--- config.mk ---
export PLATFORM = sky130hd
export DESIGN_NAME = afe_ctrl
export DESIGN_NICKNAME = d
export VERILOG_FILES = /design/src/afe_ctrl_pkg.sv /design/src/aux_adc_seq.sv /design/src/afe_ctrl.sv
export VERILOG_INCLUDE_DIRS = /design/src /design/src/src
export SDC_FILE = /design/constraint.sdc
export NUM_CORES = 1
export LEC_CHECK = 0
export ABC_AREA = 0
export BUFFER_PORTS_ARGS = -buffer_cell sky130_fd_sc_hd__buf_2
export CAP_MARGIN = 5
export CORE_ASPECT_RATIO = 1.25
export CORE_MARGIN = 4
export CORE_UTILIZATION = 60
export CTS_BUF_LIST = sky130_fd_sc_hd__clkbuf_4 sky130_fd_sc_hd__clkbuf_8
export DETAILED_ROUTE_END_ITERATION = 16
export GPL_TIMING_DRIVEN = 0
export PLACE_DENSITY = 0.87
export SYNTH_ARGS = -nofsm -noshare
export SYNTH_HDL_FRONTEND = slang
export SYNTH_SLANG_ARGS = --single-unit
--- constraint.sdc ---
create_clock -name ref_clk -period 4.67 [get_ports ref_clk]
set_input_delay 0.934 -clock ref_clk [delete_from_list [all_inputs] [get_ports ref_clk]]
set_output_delay 0.934 -clock ref_clk [all_outputs]
set_load 0.02 [all_outputs]
--- src/afe_ctrl_consts.svh ---
// afe_ctrl_consts.svh: offsets, field positions, reset values and timing
// figures for the front-end control block; definitions only
`ifndef AFE_CTRL_CONSTS_SVH
`define AFE_CTRL_CONSTS_SVH

// system clock period
`define REF_CLK_PERIOD_NS 4
// recovery times, as printed
`define T_FAST_NS 500
`define T_SLOW_RX2TX_NS 7000
`define T_SLOW_TX2RX_NS 8100

// serial command layout: address nibble above a 12-bit data field
`define CMD_BITS 5'h10
`define CMD_ADDR_MSB 15
`define CMD_ADDR_LSB 12
`define CMD_DATA_MSB 11
`define SRC_SEL_BIT 3
`define AUX_FIELD_MSB 10

// command addresses
`define ADDR_ENABLE16 4'h0
`define ADDR_ENABLE8 4'h8
`define ADDR_FREQ_DAC 4'h1
`define ADDR_GAIN_DAC_A 4'h2
`define ADDR_GAIN_DAC_B 4'h3
`define ADDR_AUX_MODE 4'h9

// power/mode codes in the low three bits of the enable words
`define MODE_SHUTDOWN_STATE 3'h0
`define MODE_IDLE 3'h1
`define MODE_STANDBY_STATE 3'h2
`define MODE_SLOW_TX 3'h4
`define MODE_FAST_RX 3'h5
`define MODE_FAST_TX 3'h6

// reset values
`define AUX_CTRL_RST 11'h000
`define FREQ_DAC_RST 12'h6E0
`define GAIN_DAC_RST 12'h000

// conversion: edge 0 samples, edge 11 loads the result
`define CONV_LAST_EDGE 4'hB

`endif

--- src/afe_ctrl_pkg.sv ---
// afe_ctrl_pkg: types and small helpers shared by the control block
// and its aux converter sequencer
package afe_ctrl_pkg;

  // tx/rx power state, one-hot
  typedef enum logic [4:0] {
    ST_SHUTDOWN_STATE = 5'h01,
    ST_IDLE = 5'h02,
    ST_STANDBY_STATE = 5'h04,
    ST_RX = 5'h08,
    ST_TX = 5'h10
  } txrx_state_t;

  // serial data output behaviour, one-hot
  typedef enum logic [3:0] {
    DO_FLOAT = 4'h1,
    DO_BUSY = 4'h2,
    DO_READY = 4'h4,
    DO_SHIFT = 4'h8
  } dout_state_t;

  // aux converter control word, bit 10 down to bit 0
  typedef struct packed {
    logic aux_readout_enable;
    logic [2:0] aux_clock_divide;
    logic [2:0] aux_average_select;
    logic [1:0] aux_input_select;
    logic aux_ref_select;
    logic aux_convert_start;
  } aux_ctrl_t;

  // log2 of the averaging count; 11x behaves as 101
  function automatic logic [2:0] avg_shift(input logic [2:0] code);
    return (code > 3'h5) ? 3'h5 : code;
  endfunction

  // terminal count of the clock divider (divisor minus one)
  function automatic logic [6:0] div_limit(input logic [2:0] code);
    return 7'((8'h01 << code) - 8'h01);
  endfunction

endpackage

--- src/aux_adc_seq.sv ---
// aux_adc_seq: conversion sequencer with divider and averaging
// assumes sample_in is a code from the analog core on ref_clk
`timescale 1ns/1ps
`default_nettype none
`include "afe_ctrl_consts.svh"
module aux_adc_seq
  import afe_ctrl_pkg::*;
(
  input wire logic ref_clk,
  input wire logic resetn,
  input wire logic start,
  input wire aux_ctrl_t cfg,
  input wire logic [9:0] sample_in,
  output logic sample_take,
  output logic busy,
  output logic done,
  output logic [9:0] result
);
  aux_ctrl_t cfg_ff; // settings frozen at start
  logic busy_ff, done_ff;
  logic [6:0] div_cnt_ff; // conversion clock divider
  logic [3:0] edge_ff; // edge within one conversion
  logic [5:0] conv_ff; // conversions finished
  logic [14:0] acc_ff; // sum of up to 32 codes
  logic [9:0] smp_ff, result_ff;
  logic tick, last_conv;
  logic [14:0] sum;

  assign tick = busy_ff && (div_cnt_ff == div_limit(cfg_ff.aux_clock_divide));
  assign sum = 15'(acc_ff + {5'h00, smp_ff});
  assign last_conv = (6'(conv_ff + 6'h01) ==
                      6'(7'h01 << avg_shift(cfg_ff.aux_average_select)));
  assign sample_take = tick && (edge_ff == 4'h0);
  assign busy = busy_ff;
  assign done = done_ff;
  assign result = result_ff;

  // divider, edge count, averaging; start while busy is ignored
  always_ff @(posedge ref_clk or negedge resetn) begin
    if (!resetn) begin
      cfg_ff <= aux_ctrl_t'(`AUX_CTRL_RST);
      busy_ff <= 1'b0;
      done_ff <= 1'b0;
      div_cnt_ff <= 7'h00;
      edge_ff <= 4'h0;
      conv_ff <= 6'h00;
      acc_ff <= 15'h0000;
      smp_ff <= 10'h000;
      result_ff <= 10'h000;
    end else begin
      done_ff <= 1'b0;
      if (start && !busy_ff) begin
        cfg_ff <= cfg;
        busy_ff <= 1'b1;
        div_cnt_ff <= 7'h00;
        edge_ff <= 4'h0;
        conv_ff <= 6'h00;
        acc_ff <= 15'h0000;
      end else if (tick) begin
        div_cnt_ff <= 7'h00;
        if (edge_ff == 4'h0) begin
          smp_ff <= sample_in; // sampling edge
        end
        if (edge_ff == `CONV_LAST_EDGE) begin
          edge_ff <= 4'h0;
          acc_ff <= sum;
          conv_ff <= 6'(conv_ff + 6'h01);
          if (last_conv) begin
            busy_ff <= 1'b0;
            done_ff <= 1'b1;
            result_ff <= 10'(sum >> avg_shift(cfg_ff.aux_average_select));
          end
        end else begin
          edge_ff <= 4'(edge_ff + 4'h1);
        end
      end else if (busy_ff) begin
        div_cnt_ff <= 7'(div_cnt_ff + 7'h01);
      end
    end
  end

  AST_ONE_CONV: assert property (@(posedge ref_clk) disable iff (!resetn)
    start && !busy_ff && cfg.aux_clock_divide == 3'h0 && cfg.aux_average_select == 3'h0
    |-> ##13 done_ff) else $error("single conversion not 12 edges");
  AST_AVG_TWO: assert property (@(posedge ref_clk) disable iff (!resetn)
    start && !busy_ff && cfg.aux_clock_divide == 3'h1 && cfg.aux_average_select == 3'h1
    |-> ##49 done_ff) else $error("two-average conversion length wrong");
endmodule
`default_nettype wire

--- src/afe_ctrl.sv ---
// afe_ctrl: tx/rx mode control, serial write port, aux DAC codes and
// aux converter readout for a half-duplex converter front end
// assumes cs_n, sclk, din and txrx_pin are asynchronous to ref_clk and
// that the analog cores and the aux converter core sit outside
`timescale 1ns/1ps
`default_nettype none
`include "afe_ctrl_consts.svh"
module afe_ctrl
  import afe_ctrl_pkg::*;
(
  input wire logic ref_clk,
  input wire logic resetn,
  input wire logic cs_n,
  input wire logic sclk,
  input wire logic din,
  input wire logic txrx_pin,
  output logic dout,
  output logic dout_oe_n,
  input wire logic [9:0] rx_sample,
  input wire logic [9:0] bus_in,
  output logic [9:0] bus_out,
  output logic bus_oe_n,
  output logic [9:0] tx_word,
  output logic rx_core_on,
  output logic tx_core_on,
  output logic mode_ready,
  output logic [11:0] freq_control_dac,
  output logic [11:0] gain_control_dac_a,
  output logic [11:0] gain_control_dac_b,
  output logic aux_dac_on,
  input wire logic [9:0] aux_sample,
  output logic aux_sample_take,
  output var aux_ctrl_t aux_ctrl
);
  // recovery counts, rounded down as longest times
  localparam int FAST_CYC = `T_FAST_NS / `REF_CLK_PERIOD_NS;
  localparam int R2T_CYC = `T_SLOW_RX2TX_NS / `REF_CLK_PERIOD_NS;
  localparam int T2R_CYC = `T_SLOW_TX2RX_NS / `REF_CLK_PERIOD_NS;
  localparam int FAST_BOUND = FAST_CYC + 2;

  // pin synchronisers; stage 0 feeds stage 1 only
  logic [2:0] cs_sy, sclk_sy, pin_sy;
  logic [1:0] din_sy;
  logic cs_low, cs_fall, cs_rise, sclk_rise, sclk_fall, pin_edge;

  // serial input
  logic [15:0] shift_ff; // incoming command, msb first
  logic [4:0] bit_cnt_ff; // bits seen, saturates above 16
  logic cmd_latch; // one-cycle pulse at a valid latch
  logic [3:0] cmd_addr;
  logic [11:0] cmd_data;
  logic is_enable;

  // mode control
  txrx_state_t state_ff, nxt_state;
  logic fast_ff, nxt_fast; // fast (both cores on) vs slow
  logic src_spi_ff, nxt_src; // 1: serial control, 0: pin
  logic rec_start; // starts a recovery interval
  logic [11:0] rec_cnt_ff; // cycles left until settled
  logic active; // rx or tx, not low power
  logic [2:0] code;
  logic dir_tx;

  // aux dacs: programmed codes and driven codes
  logic [11:0] freq_ff, gain_a_ff, gain_b_ff;
  logic [11:0] freq_out_ff, gain_a_out_ff, gain_b_out_ff;

  // aux converter control and readout
  aux_ctrl_t aux_ff, aux_wr;
  logic aux_write, aux_go;
  logic seq_busy, seq_done;
  logic [9:0] seq_result;
  dout_state_t do_state_ff;
  logic [9:0] out_sr_ff; // readout shifter
  logic dout_ff, dout_oe_n_ff;

  // bus data registers
  logic [9:0] bus_out_ff, tx_word_ff;

  // two flops before anything looks at a pin
  always_ff @(posedge ref_clk or negedge resetn) begin
    if (!resetn) begin
      cs_sy <= 3'h7; // idle deselected
      sclk_sy <= 3'h0;
      pin_sy <= 3'h0;
      din_sy <= 2'h0;
    end else begin
      cs_sy <= {cs_sy[1:0], cs_n};
      sclk_sy <= {sclk_sy[1:0], sclk};
      pin_sy <= {pin_sy[1:0], txrx_pin};
      din_sy <= {din_sy[0], din};
    end
  end

  // edges on synchronised levels; steady idle level gives no edge
  assign cs_low = ~cs_sy[1];
  assign cs_fall = ~cs_sy[1] & cs_sy[2];
  assign cs_rise = cs_sy[1] & ~cs_sy[2];
  assign sclk_rise = sclk_sy[1] & ~sclk_sy[2];
  assign sclk_fall = ~sclk_sy[1] & sclk_sy[2];
  assign pin_edge = pin_sy[1] ^ pin_sy[2];

  // shift in on sclk rise while selected
  always_ff @(posedge ref_clk or negedge resetn) begin
    if (!resetn) begin
      shift_ff <= 16'h0000;
      bit_cnt_ff <= 5'h00;
    end else if (cs_fall) begin
      bit_cnt_ff <= 5'h00; // new frame
    end else if (cs_low && sclk_rise) begin
      shift_ff <= {shift_ff[14:0], din_sy[1]};
      if (bit_cnt_ff <= `CMD_BITS) begin
        bit_cnt_ff <= 5'(bit_cnt_ff + 5'h01);
      end
    end
  end

  // short or long frames are dropped, not latched
  assign cmd_latch = cs_rise && (bit_cnt_ff == `CMD_BITS);
  assign cmd_addr = shift_ff[`CMD_ADDR_MSB:`CMD_ADDR_LSB];
  assign cmd_data = shift_ff[`CMD_DATA_MSB:0];
  assign is_enable = cmd_latch &&
    (cmd_addr == `ADDR_ENABLE16 || cmd_addr == `ADDR_ENABLE8);
  assign active = (state_ff == ST_RX) || (state_ff == ST_TX);
  assign code = cmd_data[2:0];
  // with pin control the pin picks the direction even on a command
  assign dir_tx = cmd_data[`SRC_SEL_BIT] ?
    (code == `MODE_SLOW_TX || code == `MODE_FAST_TX) : pin_sy[1];

  // next mode: serial command first, pin edge otherwise
  always_comb begin
    nxt_state = state_ff;
    nxt_fast = fast_ff;
    nxt_src = src_spi_ff;
    rec_start = 1'b0;
    if (is_enable) begin
      nxt_src = cmd_data[`SRC_SEL_BIT];
      rec_start = 1'b1;
      case (code)
        `MODE_SHUTDOWN_STATE: nxt_state = ST_SHUTDOWN_STATE;
        `MODE_IDLE: nxt_state = ST_IDLE;
        `MODE_STANDBY_STATE: nxt_state = ST_STANDBY_STATE;
        default: begin
          nxt_state = dir_tx ? ST_TX : ST_RX;
          nxt_fast = (code >= `MODE_FAST_RX);
        end
      endcase
    end else if (!src_spi_ff && active && pin_edge) begin
      nxt_state = pin_sy[1] ? ST_TX : ST_RX;
      rec_start = 1'b1;
    end
  end

  // mode registers; reset is pin control, fast receive
  always_ff @(posedge ref_clk or negedge resetn) begin
    if (!resetn) begin
      state_ff <= ST_RX;
      fast_ff <= 1'b1;
      src_spi_ff <= 1'b0;
    end else begin
      state_ff <= nxt_state;
      fast_ff <= nxt_fast;
      src_spi_ff <= nxt_src;
    end
  end

  // recovery timer; low-power targets need no settling here
  always_ff @(posedge ref_clk or negedge resetn) begin
    if (!resetn) begin
      rec_cnt_ff <= 12'h000;
    end else if (rec_start) begin
      if (nxt_state != ST_RX && nxt_state != ST_TX) begin
        rec_cnt_ff <= 12'h000;
      end else if (nxt_fast) begin
        rec_cnt_ff <= 12'(FAST_CYC);
      end else if (nxt_state == ST_TX) begin
        rec_cnt_ff <= 12'(R2T_CYC);
      end else begin
        rec_cnt_ff <= 12'(T2R_CYC);
      end
    end else if (rec_cnt_ff != 12'h000) begin
      rec_cnt_ff <= 12'(rec_cnt_ff - 12'h001);
    end
  end
  assign mode_ready = active && (rec_cnt_ff == 12'h000);

  // core power and bus direction from the state
  always_comb begin
    rx_core_on = 1'b0;
    tx_core_on = 1'b0;
    unique case (state_ff)
      ST_SHUTDOWN_STATE, ST_IDLE, ST_STANDBY_STATE: begin
        rx_core_on = 1'b0;
        tx_core_on = 1'b0;
      end
      ST_RX: begin
        rx_core_on = 1'b1;
        tx_core_on = fast_ff;
      end
      ST_TX: begin
        rx_core_on = fast_ff;
        tx_core_on = 1'b1;
      end
    endcase
  end
  // receive drives the bus only in rx; the others leave it floating
  assign bus_oe_n = (state_ff != ST_RX);

  // both directions sample on the rising clock edge
  always_ff @(posedge ref_clk or negedge resetn) begin
    if (!resetn) begin
      bus_out_ff <= 10'h000;
      tx_word_ff <= 10'h000;
    end else begin
      bus_out_ff <= rx_sample;
      if (state_ff == ST_TX) begin
        tx_word_ff <= bus_in;
      end
    end
  end
  assign bus_out = bus_out_ff;
  assign tx_word = tx_word_ff;

  // dac code registers; address 1111 matches nothing
  always_ff @(posedge ref_clk or negedge resetn) begin
    if (!resetn) begin
      freq_ff <= `FREQ_DAC_RST;
      gain_a_ff <= `GAIN_DAC_RST;
      gain_b_ff <= `GAIN_DAC_RST;
    end else if (cmd_latch) begin
      if (cmd_addr == `ADDR_FREQ_DAC) begin
        freq_ff <= cmd_data;
      end
      if (cmd_addr == `ADDR_GAIN_DAC_A) begin
        gain_a_ff <= cmd_data;
      end
      if (cmd_addr == `ADDR_GAIN_DAC_B) begin
        gain_b_ff <= cmd_data;
      end
    end
  end

  // shutdown forces zero but keeps the codes for wake-up
  always_ff @(posedge ref_clk or negedge resetn) begin
    if (!resetn) begin
      freq_out_ff <= `FREQ_DAC_RST;
      gain_a_out_ff <= `GAIN_DAC_RST;
      gain_b_out_ff <= `GAIN_DAC_RST;
    end else if (nxt_state == ST_SHUTDOWN_STATE) begin
      freq_out_ff <= 12'h000;
      gain_a_out_ff <= 12'h000;
      gain_b_out_ff <= 12'h000;
    end else begin
      freq_out_ff <= freq_ff;
      gain_a_out_ff <= gain_a_ff;
      gain_b_out_ff <= gain_b_ff;
    end
  end
  assign freq_control_dac = freq_out_ff;
  assign gain_control_dac_a = gain_a_out_ff;
  assign gain_control_dac_b = gain_b_out_ff;
  assign aux_dac_on = (state_ff != ST_SHUTDOWN_STATE);

  // aux control word; start only taken while idle
  assign aux_wr = aux_ctrl_t'(cmd_data[`AUX_FIELD_MSB:0]);
  assign aux_write = cmd_latch && (cmd_addr == `ADDR_AUX_MODE);
  assign aux_go = aux_write && aux_wr.aux_convert_start && !aux_ff.aux_convert_start;

  always_ff @(posedge ref_clk or negedge resetn) begin
    if (!resetn) begin
      aux_ff <= aux_ctrl_t'(`AUX_CTRL_RST);
    end else begin
      if (aux_write) begin
        aux_ff.aux_ref_select <= aux_wr.aux_ref_select;
        aux_ff.aux_input_select <= aux_wr.aux_input_select;
        aux_ff.aux_average_select <= aux_wr.aux_average_select;
        aux_ff.aux_clock_divide <= aux_wr.aux_clock_divide;
        aux_ff.aux_readout_enable <= aux_wr.aux_readout_enable;
      end
      // set on an accepted start, cleared at completion
      if (aux_go) begin
        aux_ff.aux_convert_start <= 1'b1;
      end else if (seq_done) begin
        aux_ff.aux_convert_start <= 1'b0;
      end
    end
  end
  assign aux_ctrl = aux_ff;

  aux_adc_seq u_seq (
    .ref_clk(ref_clk),
    .resetn(resetn),
    .start(aux_go),
    .cfg(aux_wr),
    .sample_in(aux_sample),
    .sample_take(aux_sample_take),
    .busy(seq_busy),
    .done(seq_done),
    .result(seq_result)
  );

  // dout: float, busy high, ready low, then shift on request
  always_ff @(posedge ref_clk or negedge resetn) begin
    if (!resetn) begin
      do_state_ff <= DO_FLOAT;
      out_sr_ff <= 10'h000;
    end else if (aux_go) begin
      do_state_ff <= DO_BUSY;
    end else begin
      unique case (do_state_ff)
        DO_FLOAT: do_state_ff <= DO_FLOAT;
        DO_BUSY: begin
          if (seq_done) begin
            do_state_ff <= DO_READY;
            out_sr_ff <= seq_result;
          end
        end
        DO_READY: begin
          if (cs_fall) begin
            do_state_ff <= aux_ff.aux_readout_enable ? DO_SHIFT : DO_FLOAT;
          end
        end
        DO_SHIFT: begin
          if (cs_rise) begin
            do_state_ff <= DO_FLOAT;
          end else if (sclk_fall) begin
            out_sr_ff <= {out_sr_ff[8:0], 1'b0};
          end
        end
      endcase
    end
  end

  // pin drivers from flops; a cycle behind the state
  always_ff @(posedge ref_clk or negedge resetn) begin
    if (!resetn) begin
      dout_ff <= 1'b0;
      dout_oe_n_ff <= 1'b1;
    end else begin
      dout_oe_n_ff <= (do_state_ff == DO_FLOAT);
      dout_ff <= (do_state_ff == DO_BUSY) ||
                 ((do_state_ff == DO_SHIFT) && out_sr_ff[9]);
    end
  end
  assign dout = dout_ff;
  assign dout_oe_n = dout_oe_n_ff;

  AST_FAST_TX_FLOAT: assert property (@(posedge ref_clk) disable iff (!resetn)
    state_ff == ST_TX && fast_ff |-> bus_oe_n && rx_core_on)
    else $error("fast tx must float bus with rx core on");
  AST_FAST_SWITCH: assert property (@(posedge ref_clk) disable iff (!resetn)
    rec_start && nxt_fast && (nxt_state == ST_TX || nxt_state == ST_RX)
    |-> ##[1:FAST_BOUND] mode_ready) else $error("fast switch too slow");
  AST_SLOW_POWER: assert property (@(posedge ref_clk) disable iff (!resetn)
    !fast_ff |-> !(state_ff == ST_TX && rx_core_on) && !(state_ff == ST_RX && tx_core_on))
    else $error("slow mode left idle core on");
  AST_PIN_IGNORED: assert property (@(posedge ref_clk) disable iff (!resetn)
    !active && !is_enable |=> state_ff == $past(state_ff))
    else $error("low-power state left without command");
  AST_SHORT_FRAME: assert property (@(posedge ref_clk) disable iff (!resetn)
    cs_rise && bit_cnt_ff != `CMD_BITS |=> $stable(src_spi_ff) && $stable(freq_ff)
    && $stable(gain_a_ff) && $stable(aux_ff[10:1]))
    else $error("short frame changed state");
  AST_ONES_WORD: assert property (@(posedge ref_clk) disable iff (!resetn)
    cs_rise && shift_ff == 16'hFFFF |=> $stable(freq_ff) && $stable(aux_ff[10:1])
    && $stable(src_spi_ff)) else $error("all-ones word changed a register");
  AST_SHUTDOWN_STATE_DAC: assert property (@(posedge ref_clk) disable iff (!resetn)
    state_ff == ST_SHUTDOWN_STATE |-> freq_control_dac == 12'h000 && gain_control_dac_a == 12'h000)
    else $error("dac not zero in shutdown");
  AST_BUSY_DOUT: assert property (@(posedge ref_clk) disable iff (!resetn)
    aux_go |-> ##2 (dout && !dout_oe_n)) else $error("dout not high while busy");
  AST_READ_FLOAT: assert property (@(posedge ref_clk) disable iff (!resetn)
    do_state_ff == DO_SHIFT && cs_rise && !aux_go |-> ##2 dout_oe_n)
    else $error("dout not floated after readout");
  AST_START_HELD: assert property (@(posedge ref_clk) disable iff (!resetn)
    seq_busy |-> aux_ff.aux_convert_start)
    else $error("start bit cleared during conversion");
endmodule
`default_nettype wire

==> metrics.md <==
| Metric | Value |
|---|---|
| Post-DP HPWL | `16.2 mm` |
| Tot Pwr | `0.00410 W` |
| Async SR Flop Fraction | `1.00` |
| CP max FO | `10` |
| CP Depth | `12` |
| Via Count | `7949` |
| Startpoint types | `flip-flop` |
| Worst EP arrival | `3.53 ns` |
| Die Y | `157 µm` |
| Post-layout util | `0.708` |
| Area Overhead vs Synth | `15.5%` |
| First-pass GRT wire length | `39.3 mm` |
| Post-Syn Area per Cell | `11.1 µm²` |
| Fin area | `0.0124 mm²` |
| Final Critical Period | `4.46 ns` |
| Worst slew pin tran | `0.779 ns` |
| Number of synthesized flops with an enable pin | `0` |
| Area of the mapped netlist | `0.0107 mm²` |
| Antenna Cells | `0` |
| R2r endpoint | `u_seq.acc_ff[1]$_DFFE_PN0P_` |
| CTS H-Tree Depth | `2` |
| Worst setup path end | `aux_sample_take` |
| Final Max Slew Viols | `0` |
| I/O Pins | `111` |
| CTS Sinks | `230` |
| Grt met2 use | `0.425` |
| Combinational family with the most area after synthesis | `simple AND/OR/NAND/NOR gates` |
| Synth warnings | `0` |
| DIE AREA | `0.0201 mm²` |
| # Max-Cap Violations | `0` |
| Ys flop type | `dfrtp_1` |
| #FFs+latches synth | `230` |
| Fmax | `224 MHz` |
| Power per Cell Area | `331 mW/mm²` |
| Synth Area in XOR/XNOR | `0.0319` |
| TritonCTS clock tree | `built` |
| Clock skew | `0.0231 ns` |
| Chip Width | `128 µm` |
| Post-DR vias/cell | `5.81` |
| # fillers | `1196` |
| CTS Root Cell | `clkbuf_8` |
| Number of global-route vias before repair | `7927` |
| Max_slew headroom | `0.476` |
| Hold Buf Count CTS | `0` |
| Req. time, crit path | `3.74 ns` |
| Post-Syn Instances | `970` |
| CP delay by family, top | `simple AND/OR/NAND/NOR gates` |
| Number of remaining DRC errors | `0` |
| Commonest non-fill, non-tap cell in the layout | `dfrtp_1` |
| Initial antenna violation count | `0` |
| R2r worst-path depth | `11` |
| Outcome | `finished, final reports clean` |
| # rows | `54` |
| FF-to-FF Start | `u_seq.cfg_ff[9]$_DFFE_PN0P_` |
| CTS Buf Count | `35` |
| Final hold viol count | `0` |
| Worst path max stage delay | `0.56 ns` |
| Pre-CTS setup slack | `0.528 ns` |
| Worst Hold Depth | `0` |
| Clock latency on the worst-skew pair | `0.52 ns` |
| Initial core utilization | `0.613` |
| RSZ-0062 raised after global routing | `false` |
| Placed cell areas | `0.0116 mm²` |
| Cells after DPL | `1305` |
| Complex-gate fraction of the synthesized area | `0.109` |
| Met1 Usage GRT | `0.294` |
| Final setup margin | `0.208 ns` |
| Busiest layer in global routing | `met2` |
| Leak | `6.10 nW` |
| Drt total wl | `23.9 mm` |
| Worst Setup End Kind | `output pin` |
| Peak supply drop | `0.253 mV` |
| Clock Tree Buf Depth | `3` |
| Adder-cell area share of the yosys netlist | `0.0229` |
| Postcts setup bufs | `0` |
| Worst path slowest cell | `or4b_1` |
| Core Region | `0.0175 mm²` |
| Period utilization | `0.956` |
| Pin count of the biggest net entering global routing | `130` |
| Syn Nets | `1025` |
| Routed length per placed instance | `17.4 µm` |
| Post-route insts no fill | `1369` |
| Crit path buffers/inverters | `4` |
| Final net count | `1173` |
| Share of cells above drive strength 1 | `0.275` |
| Reg2Reg Setup Slack | `1.23 ns` |
| Drt first pass iters | `5` |
| Post-route ant nets | `0` |
| Worst-path clk slew | `0.06 ns` |
| Final setup vio count | `0` |
| Critical path class | `flip-flop to output pin` |
| Grt ovf | `0` |
| GRT Resource Usage Total | `0.240` |
| Commonest non-fill, non-tap cells in the layout | `dfrtp_1, buf_2, nand2_1, nor2_1, mux2_2` |
| CP Cell Sequence | `buf_2 > or3_1 > ha_2 > or4b_1 > o21ai_2 > o22ai_2 > nor3_4 > and2_4 > nand3_4 > buf_6 > inv_1 > buf_2` |
| Iter 0 DRT Violations | `626` |
| CP Launch Point | `u_seq.cfg_ff[9]$_DFFE_PN0P_` |
| Crit path top cell by count | `buf_2` |
| Multiplexer area fraction after synthesis | `0.115` |
| Register area share after synthesis | `0.539` |
| Simple-gate share of the synthesized area | `0.153` |
| GR Layer Usage met3 | `0.0465` |
| Port buffer count | `110` |
| Gpl congestion | `0.906` |
| Yosys cell types | `80` |
| Hold Crit Class | `flip-flop to flip-flop` |
==> Yosys cell counts (16+ instances only) <==
library cell  number  share of area
ha_1              18          0.021
nand2_1           92          0.032
dfstp_2           17          0.042
mux2i_1           21          0.020
xor2_1            16          0.013
nor2_1            87          0.030
a21oi_1           47          0.022
and2_1            38          0.022
mux2_2            79          0.083
xnor2_1           23          0.019
dfrtp_1          213           0.50
inv_1             29          0.010
nand3_1           21         0.0098
clkbuf_1          33          0.012
o21ai_0           53          0.025
==> metal layers <==
layer,wire length [µm],vias up
li1,-,3707
met1,9440,3924
met2,12300,267
met3,1400,51
met4,663,0
met5,0,-
==> worst min path at each step <==
stage | to | slack, ns | from
6_report | cs_sy[1]$_DFF_PN1_ | 0.34 | cs_sy[0]$_DFF_PN1_
5_1_grt | sclk_sy[1]$_DFF_PN0_ | 0.36 | sclk_sy[0]$_DFF_PN0_
4_1_cts | sclk_sy[1]$_DFF_PN0_ | 0.35 | sclk_sy[0]$_DFF_PN0_
3_5_place_dp | sclk_sy[1]$_DFF_PN0_ | 0.33 | sclk_sy[0]$_DFF_PN0_
3_3_place_gp | pin_sy[1]$_DFF_PN0_ | 0.33 | pin_sy[0]$_DFF_PN0_
2_1_floorplan | din_sy[1]$_DFF_PN0_ | 0.33 | din_sy[0]$_DFF_PN0_
==> registers in the layout, summed over array words and instances, names as in the netlist, 11 cells and up <==
name	flops
shift_ff	16
u_seq.acc_ff	15
freq_control_dac	12
freq_ff	12
gain_a_ff	12
gain_b_ff	12
gain_control_dac_a	12
gain_control_dac_b	12
rec_cnt_ff	12
aux_ctrl	11
==> stage by stage <==
step,setup TNS [ns],hold WS (ns)
5_1_grt,0,0.356
3_5_place_dp,0,0.335
2_1_floorplan,0,0.331
3_3_place_gp,-222.05,0.332
6_report,0,0.340
4_1_cts,0,0.348
==> where the power goes <==
group	switching [W]	total [W]	internal, W
clock network	0.000769	0.00181	0.00104
logic	0.000150	0.000228	0.0000781
registers	0.0000331	0.00206	0.00203
==> what timing repair did <==
action | 4_1_cts | 5_1_grt
resized for setup | 1 | 3
endpoints found under the setup margin | 1 | 1
hold endpoints to repair | 0 | 0
==> layout make-up <==
cell class | instances | area [µm²] | share of cell area
multi-input combinational | 666 | 4640 | 0.375
buffer | 44 | 205 | 0.0166
clock inverter | 6 | 61.3 | 0.00495
timing repair buffer | 111 | 588 | 0.0475
sequential | 230 | 5780 | 0.466
clock buffer | 58 | 723 | 0.0584
tap | 224 | 280 | 0.0226
inverter | 30 | 113 | 0.00909
==> kinds of logic after synthesis <==
| family | Yosys count |
|---|---|
| compound gates | 177 |
| buf+inv | 74 |
| mux | 109 |
| flops | 230 |
| xor+xnor | 39 |
| fa+ha+maj | 19 |
| simple gates | 322 |
Power figures use the tool's default switching activity.
